==> src/rtl/nsx_pkg.sv <==
package nsx_pkg;
	// ************************************************************
	// opcode fields
	// ************************************************************
	localparam logic [13:0] OPC_W            = 14'h0000;
	localparam logic [3:0]  OP_NIBBLE_EXCH   = 4'hE;
	localparam logic [3:0]  OP_XOR_FILE      = 4'h6;
	localparam logic [5:0]  OP_XOR_LIT       = 6'h3A;
	localparam logic [10:0] OP_DIR_LOAD      = 11'h00C;
	localparam int          OPC_HI_POS       = 12;
	localparam int          OPC_FIELD_POS    = 8;
	localparam int          DEST_POS         = 7;
	localparam logic [2:0]  DIR_SEL_MIN      = 3'h5;
	localparam logic [2:0]  DIR_SEL_MAX      = 3'h7;
	// ************************************************************
	// file map
	// ************************************************************
	localparam logic [6:0]  ADDR_DIR_A       = 7'h05;
	localparam int          DIR_REGS         = 3;
	localparam logic [7:0]  RST_W            = 8'h00;
	localparam logic [7:0]  RST_DIR          = 8'hFF;
	localparam logic [7:0]  RST_FILE         = 8'h00;
	localparam int          FILE_DEPTH       = 128;
endpackage
==> src/rtl/nsx_exec.sv <==
// Behaviour
// - nibble exchange swaps f nibbles, flags untouched
// - nibble exchange: d=0 to W, d=1 to f
// - literal XOR: W xor k into W
// - literal XOR sets only zero flag
// - direction load copies W to direction reg 5-7
// - direction regs reachable as ordinary file registers
`timescale 1ns/1ps
module nsx_exec (
	input  wire logic        clk_i,
	input  wire logic        rstn_i,
	input  wire logic        instr_valid_i,
	input  wire logic [13:0] instr_i,
	input  wire logic [6:0]  next_addr_i,
	input  wire logic        ext_we_i,
	input  wire logic [6:0]  ext_addr_i,
	input  wire logic [7:0]  ext_wdata_i,
	output logic      [7:0]  ext_rdata_o,
	output logic      [7:0]  w_o,
	output logic             zero_o,
	output logic      [7:0]  dir_a_o,
	output logic      [7:0]  dir_b_o,
	output logic      [7:0]  dir_c_o,
	output logic             illegal_o
);
	// ************************************************************
	// decode
	// ************************************************************
	logic [7:0]  w_ff;
	logic        zero_ff;
	logic [7:0]  dir_ff [nsx_pkg::DIR_REGS];
	logic        illegal_ff;
	logic [7:0]  ext_rdata_ff;
	logic [7:0]  mem_rdata;
	logic [7:0]  file_val;
	logic [6:0]  f_addr;
	logic        dest_f;
	logic        is_swap;
	logic        is_xorf;
	logic        is_xorl;
	logic        is_dir;
	logic        dir_ok;
	logic [1:0]  dir_idx;
	logic        f_is_dir;
	logic [1:0]  f_dir_idx;
	logic [7:0]  result;
	logic        file_we;
	logic        mem_we;
	logic [6:0]  mem_waddr;
	logic [7:0]  mem_wdata;

	typedef enum logic [2:0] {
		NSX_OP_NONE = 3'h0,
		NSX_OP_SWAP = 3'h1,
		NSX_OP_XORF = 3'h2,
		NSX_OP_XORL = 3'h3,
		NSX_OP_DIR  = 3'h4
	} nsx_op_t;

	nsx_op_t     op_kind;
	logic [1:0]  opc_hi;
	logic [3:0]  opc_field;
	logic        w_we;
	logic        zero_we;
	logic        ext_is_dir;
	logic [1:0]  ext_dir_idx;

	assign f_addr    = instr_i[6:0];
	assign dest_f    = instr_i[nsx_pkg::DEST_POS];
	assign opc_hi    = instr_i[nsx_pkg::OPC_HI_POS +: 2];
	assign opc_field = instr_i[nsx_pkg::OPC_FIELD_POS +: 4];

	// the wider literal and direction-load codes are matched first
	always_comb begin
		op_kind = NSX_OP_NONE;
		if (instr_valid_i) begin
			if (instr_i[13:8] == nsx_pkg::OP_XOR_LIT) begin
				op_kind = NSX_OP_XORL;
			end else if (instr_i[13:3] == nsx_pkg::OP_DIR_LOAD) begin
				op_kind = NSX_OP_DIR;
			end else if (opc_hi == 2'h0 && opc_field == nsx_pkg::OP_NIBBLE_EXCH) begin
				op_kind = NSX_OP_SWAP;
			end else if (opc_hi == 2'h0 && opc_field == nsx_pkg::OP_XOR_FILE) begin
				op_kind = NSX_OP_XORF;
			end
		end
	end

	assign is_swap = op_kind == NSX_OP_SWAP;
	assign is_xorf = op_kind == NSX_OP_XORF;
	assign is_xorl = op_kind == NSX_OP_XORL;
	assign is_dir  = op_kind == NSX_OP_DIR;
	assign dir_ok  = instr_i[2:0] >= nsx_pkg::DIR_SEL_MIN;
	assign dir_idx = 2'(instr_i[2:0] - nsx_pkg::DIR_SEL_MIN);

	assign ext_is_dir  = ext_addr_i >= nsx_pkg::ADDR_DIR_A
		&& ext_addr_i < nsx_pkg::ADDR_DIR_A + 7'(nsx_pkg::DIR_REGS);
	assign ext_dir_idx = 2'(ext_addr_i - nsx_pkg::ADDR_DIR_A);

	// direction regs overlay file addresses 5..7
	assign f_is_dir  = f_addr >= nsx_pkg::ADDR_DIR_A
		&& f_addr < nsx_pkg::ADDR_DIR_A + 7'(nsx_pkg::DIR_REGS);
	assign f_dir_idx = 2'(f_addr - nsx_pkg::ADDR_DIR_A);
	assign file_val  = f_is_dir ? dir_ff[f_dir_idx] : mem_rdata;

	// ************************************************************
	// execute
	// ************************************************************
	always_comb begin
		result = w_ff;
		if (is_swap) begin
			result = {file_val[3:0], file_val[7:4]};
		end else if (is_xorf) begin
			result = w_ff ^ file_val;
		end else if (is_xorl) begin
			result = w_ff ^ instr_i[7:0];
		end
	end

	// ************************************************************
	// write enables
	// ************************************************************
	always_comb begin
		w_we    = 1'b0;
		zero_we = 1'b0;
		file_we = 1'b0;
		unique case (op_kind)
			NSX_OP_SWAP: begin
				w_we    = !dest_f;
				file_we = dest_f;
			end
			NSX_OP_XORF: begin
				w_we    = !dest_f;
				file_we = dest_f;
				zero_we = 1'b1;
			end
			NSX_OP_XORL: begin
				w_we    = 1'b1;
				zero_we = 1'b1;
			end
			NSX_OP_DIR, NSX_OP_NONE: begin
				w_we = 1'b0;
			end
		endcase
	end

	// instruction write wins over an external write in the same cycle
	assign mem_we    = (file_we && !f_is_dir) || (ext_we_i && !file_we);
	assign mem_waddr = file_we ? f_addr : ext_addr_i;
	assign mem_wdata = file_we ? result : ext_wdata_i;

	// ************************************************************
	// file memory
	// ************************************************************
	nsx_file_mem #(
		.DEPTH (nsx_pkg::FILE_DEPTH),
		.AW    (7)
	) u_mem (
		.clk_i   (clk_i),
		.rstn_i  (rstn_i),
		.raddr_i (next_addr_i),
		.rdata_o (mem_rdata),
		.we_i    (mem_we),
		.waddr_i (mem_waddr),
		.wdata_i (mem_wdata)
	);

	always_ff @(posedge clk_i or negedge rstn_i) begin
		if (!rstn_i) begin
			w_ff <= nsx_pkg::RST_W;
		end else if (w_we) begin
			w_ff <= result;
		end
	end

	// swap and direction load leave the flag alone
	always_ff @(posedge clk_i or negedge rstn_i) begin
		if (!rstn_i) begin
			zero_ff <= 1'b0;
		end else if (zero_we) begin
			zero_ff <= (result == 8'h00);
		end
	end

	generate
		for (genvar i = 0; i < nsx_pkg::DIR_REGS; i++) begin : g_dir
			always_ff @(posedge clk_i or negedge rstn_i) begin
				if (!rstn_i) begin
					dir_ff[i] <= nsx_pkg::RST_DIR;
				end else if (is_dir && dir_ok && dir_idx == 2'(i)) begin
					dir_ff[i] <= w_ff;
				end else if (file_we && f_is_dir && f_dir_idx == 2'(i)) begin
					dir_ff[i] <= result;
				end else if (!file_we && ext_we_i && ext_is_dir && ext_dir_idx == 2'(i)) begin
					dir_ff[i] <= ext_wdata_i;
				end
			end
		end
	endgenerate

	// direction load with selector below 5 is reported, not executed
	always_ff @(posedge clk_i or negedge rstn_i) begin
		if (!rstn_i) begin
			illegal_ff <= 1'b0;
		end else begin
			illegal_ff <= is_dir && !dir_ok;
		end
	end

	// external read of the direction overlay, registered
	// outside 5..7 the last value is held instead of indexing past the array
	always_ff @(posedge clk_i or negedge rstn_i) begin
		if (!rstn_i) begin
			ext_rdata_ff <= nsx_pkg::RST_DIR;
		end else if (ext_is_dir) begin
			ext_rdata_ff <= dir_ff[ext_dir_idx];
		end
	end

	// ************************************************************
	// outputs
	// ************************************************************
	assign ext_rdata_o = ext_rdata_ff;
	assign w_o         = w_ff;
	assign zero_o      = zero_ff;
	assign dir_a_o     = dir_ff[0];
	assign dir_b_o     = dir_ff[1];
	assign dir_c_o     = dir_ff[2];
	assign illegal_o   = illegal_ff;
endmodule

==> src/rtl/nsx_file_mem.sv <==
`timescale 1ns/1ps
module nsx_file_mem #(
	parameter int DEPTH = 128,
	parameter int AW    = 7
) (
	input  wire logic          clk_i,
	input  wire logic          rstn_i,
	input  wire logic [AW-1:0] raddr_i,
	output logic      [7:0]    rdata_o,
	input  wire logic          we_i,
	input  wire logic [AW-1:0] waddr_i,
	input  wire logic [7:0]    wdata_i
);
	logic [7:0] mem [DEPTH];

	always_ff @(posedge clk_i) begin
		if (we_i) begin
			mem[waddr_i] <= wdata_i;
		end
	end

	// registered read: address must be presented one cycle before use
	always_ff @(posedge clk_i or negedge rstn_i) begin
		if (!rstn_i) begin
			rdata_o <= nsx_pkg::RST_FILE;
		end else begin
			rdata_o <= (we_i && waddr_i == raddr_i) ? wdata_i : mem[raddr_i];
		end
	end
endmodule

==> config.mk <==
export PLATFORM = sky130hd
export DESIGN_NAME = nsx_exec
export DESIGN_NICKNAME = d
export VERILOG_FILES = /design/src/rtl/nsx_pkg.sv /design/src/rtl/nsx_exec.sv /design/src/rtl/nsx_file_mem.sv
export SDC_FILE = /design/constraint.sdc
export NUM_CORES = 1
export LEC_CHECK = 0
export ABC_AREA = 0
export BUFFER_PORTS_ARGS = -buffer_cell sky130_fd_sc_hd__buf_2
export CAP_MARGIN = 20
export CORE_MARGIN = 3
export CORE_UTILIZATION = 63
export DETAILED_ROUTE_END_ITERATION = 10
export PLACE_DENSITY_LB_ADDON = 0.1
export SLEW_MARGIN = 20
export SYNTH_ARGS = -nofsm -noshare
export SYNTH_HDL_FRONTEND = slang
export SYNTH_HIERARCHICAL = 1
export SYNTH_SLANG_ARGS = --single-unit
==> constraint.sdc <==
create_clock -name clk_i -period 10.2 [get_ports clk_i]
set_clock_uncertainty 0.15 [all_clocks]
set_input_delay 0.51 -clock clk_i [delete_from_list [all_inputs] [get_ports clk_i]]
set_output_delay 0.51 -clock clk_i [all_outputs]
set_load 0.02 [all_outputs]
==> results.ini <==
[outcome]
status = complete, no violations

[clock_network]
cts.sinks = 1074
cts_tree = yes
insertion_delay_ns = 0.66
cts_resized = 0
path_clk_slew_ns = 0.06
htree_levels = 3
cts_max_path_buffers = 3
numCtsBuffers = 105
root_buffer = clkbuf_16

[worst_setup_path]
path_class = in -> reg
critPathMaxFanout = 27
cp-end-kind = register
slowest_delay_ns = 0.99
path_cells = dlygate4sd3_1, buf_2, and3b_1, nand3_1, buf_4, o21ai_1, nand3_2, nor2_1
worst_ep_arrival_time_ns = 5.07
critPathSlowestCell = nand3_2
crit_buf_inv = 3
cp_top_family = simple AND/OR/NAND/NOR gates
worstPathRequired_ns = 10.30
critPathLaunchType = primary input

[sta]
rsz0062_at_grt = no
slew_headroom_pct = 23.2
hold_slack_ns = 0.0470
slew_viol_final = 0
tns_ns = 0
final-setup-viol-count = 0
fin_crit_sh_pct = 48.7
worst_slew_pin_slew_ns = 1.15
hold_violations = 0
clock.fmax_mhz = 201
period_needed_ns = 4.97

[global_route]
use_met2_pct = 44.6
grt-ovfl-total = 0
grt_use_met3_pct = 5.88
grt_pass1_vias = 23947
gr-max-usage-layer = met1
grt_pass1_wl_um = 163000
grt_use_met1_pct = 45.7
antenna_found_initial = 1
grt_usage_pct = 30.1
grt_start_max_net_pins = 116

[layout]
finalNetCount = 2580
drive_gt1_share_pct = 21.8
ff_latch_area_um2 = 32000
multi_input_area_um2 = 11300
area_growth_pct = 9.59
fill_cells = 4388
final_cell_mix = edfxtp_1, mux2i_1, nor2_1
final_common_cell = edfxtp_1
postLayoutCoreUtil_pct = 70.3

[routing]
via_per_inst = 6.95
post-route-drc-count = 0
route.final.wire_length_um = 109000
initialDrtViolationCount = 3732
drt_pass1_iterations = 7
ant_nets = 0
wl_per_cell_um = 30.9
dr_total_vias = 24652

[power]
p_sw_share_pct = 21.9
power_frac_comb_pct = 6.8
power_density_nw_per_um2 = 189
irDropWorstVdd_v = 0.000234
power.switching_mw = 2.01
power_frac_clock_pct = 39.6
p_leak_nw = 16.0
power.internal_mw = 7.17
seqPwrFrac_pct = 53.7
power_mw = 9.18

[synth]
ys_seq_area_share_pct = 72.2
syn_area_um2 = 44400
ys_async_sr_fraction_pct = 4.66
synth.avg_cell_area_um2 = 18.1
synth_fp_nets = 2491
ys.flop_type = edfxtp_1
synth_edf_count = 1024
syn_inst = 2445
synth.distinct_cells = 84
ys_ff_latch = 1074
synth.yosys.warnings = 6

[place]
dp.final_hpwl_um = 66900
place_congestion = 0.974
portBuffers = 81

[die]
initial_core_util_pct = 64.1
die_h_um = 271
fp-row-count = 96
core_um2 = 69200
die_area_um2 = 73600
die_w_um = 271
ios = 82

[min_path]
min_path_type = in -> reg

[run]
drv_cap = 0

==> cell type report <==
class	count	area share, %
sequential	1074	65.9
clock buffer	143	5.87
clock inverter	46	0.721
multi-input combinational	1202	23.2
tap	931	2.40
antenna	1	0.00515
inverter	22	0.170
timing repair buffer	129	1.71
==> path summary, 6_finish.rpt <==
| kind | startpoint | slack [ns] | cells past startpoint | to |
|---|---|---|---|---|
| hold reg to reg | zero_o | 0.35 | 2 | zero_o |
| max in group asynchronous | rstn_i | 9.09 | 3 | w_o[0] |
| setup reg to reg | dir_a_o[7] | 6.14 | 9 | u_mem/rdata_o[3] |
| min in group asynchronous | rstn_i | 0.36 | 3 | w_o[2] |
| hold / removal | instr_i[13] | 0.05 | 4 | illegal_o |
| setup / recovery | instr_i[9] | 5.23 | 8 | u_mem/mem[123][4] |
==> registers in the layout (all words and copies together) (netlist names) <==
register / flops
illegal_o: 1
w_o: 8
zero_o: 1
ext_rdata_o: 8
dir_c_o: 8
u_mem/rdata_o: 8
dir_b_o: 8
u_mem/mem: 1024
dir_a_o: 8
==> timing repair <==
item                                    CTS  global route
endpoints found under the setup margin    0             0
hold buffers                              3             0
buffers inserted                          0             0
endpoints found under the hold margin    19             0
==> metal layers <==
layer / vias up / share of wire, %
met4: 0 / 3.3
met3: 232 / 11
met2: 1558 / 46
met1: 12720 / 40
li1: 10142 / -
met5: - / 0
==> cells by family after synthesis <==
group | synth area share (%)
AOI/OAI and AO/OA | 5.75
xor gates and xnor gates | 0.175
adders and majority gates | 0.169
buffers and inverters | 2.52
DFF | 72.2
muxes | 14.8
and+or+nand+nor | 4.34
==> power by group through the flow <==
| stage | clock network, mW | registers (mW) | logic (mW) |
|---|---|---|---|
| 2_1_floorplan | 0 | 5.04 | 0.375 |
| 5_1_grt | 3.87 | 4.93 | 0.655 |
| 3_5_place_dp | 0 | 5.02 | 0.611 |
| 6_report | 3.63 | 4.93 | 0.621 |
| 4_1_cts | 3.68 | 4.92 | 0.615 |
| 3_3_place_gp | 0 | 5.02 | 0.601 |
==> cell usage after synthesis (7+ instances only) <==
cell,count,area (um2)
nor2_1,184,691
edfxtp_1,1024,30700
a221oi_1,13,114
a21oi_1,54,270
o2bb2ai_1,7,61.3
dfrtp_1,18,450
dfstp_2,32,841
a22oi_1,44,330
nor2b_1,14,87.6
nor4_1,7,43.8
buf_6,24,270
buf_12,7,140
o21ai_0,30,150
clkbuf_1,66,248
nor3_1,22,110
mux2_2,50,563
buf_2,16,80.1
inv_1,18,67.6
mux2_4,12,180
buf_8,11,165
nand3_1,29,145
nand2b_1,13,81.3
o221ai_1,50,438
mux4_2,159,3580
mux2i_1,206,2060
nand2_1,93,349
and2_1,10,62.6
o221a_2,13,146
o22ai_1,30,188
nand4_1,23,144
a31oi_1,21,131
a211oi_1,7,52.6
buf_1,16,60.1
==> worst min-delay path, cell delays in order <==
cell	delay, ns
buf_2	0.13
nor4_1	0.07
nand3_1	0.06
nor2_1	0.04
==> metrics by stage <==
step / instances / worst slack (ns) / cell area [um2]
after floorplan: 2445 / 1.62 / 44400
after global placement: 3355 / 5.18 / 45400
after detailed placement: 3355 / 4.86 / 45400
after CTS: 3547 / 5.36 / 48600
after global routing: 3547 / 4.97 / 48600
final: 3548 / 5.23 / 48600
(Power assumes the default switching activity.)
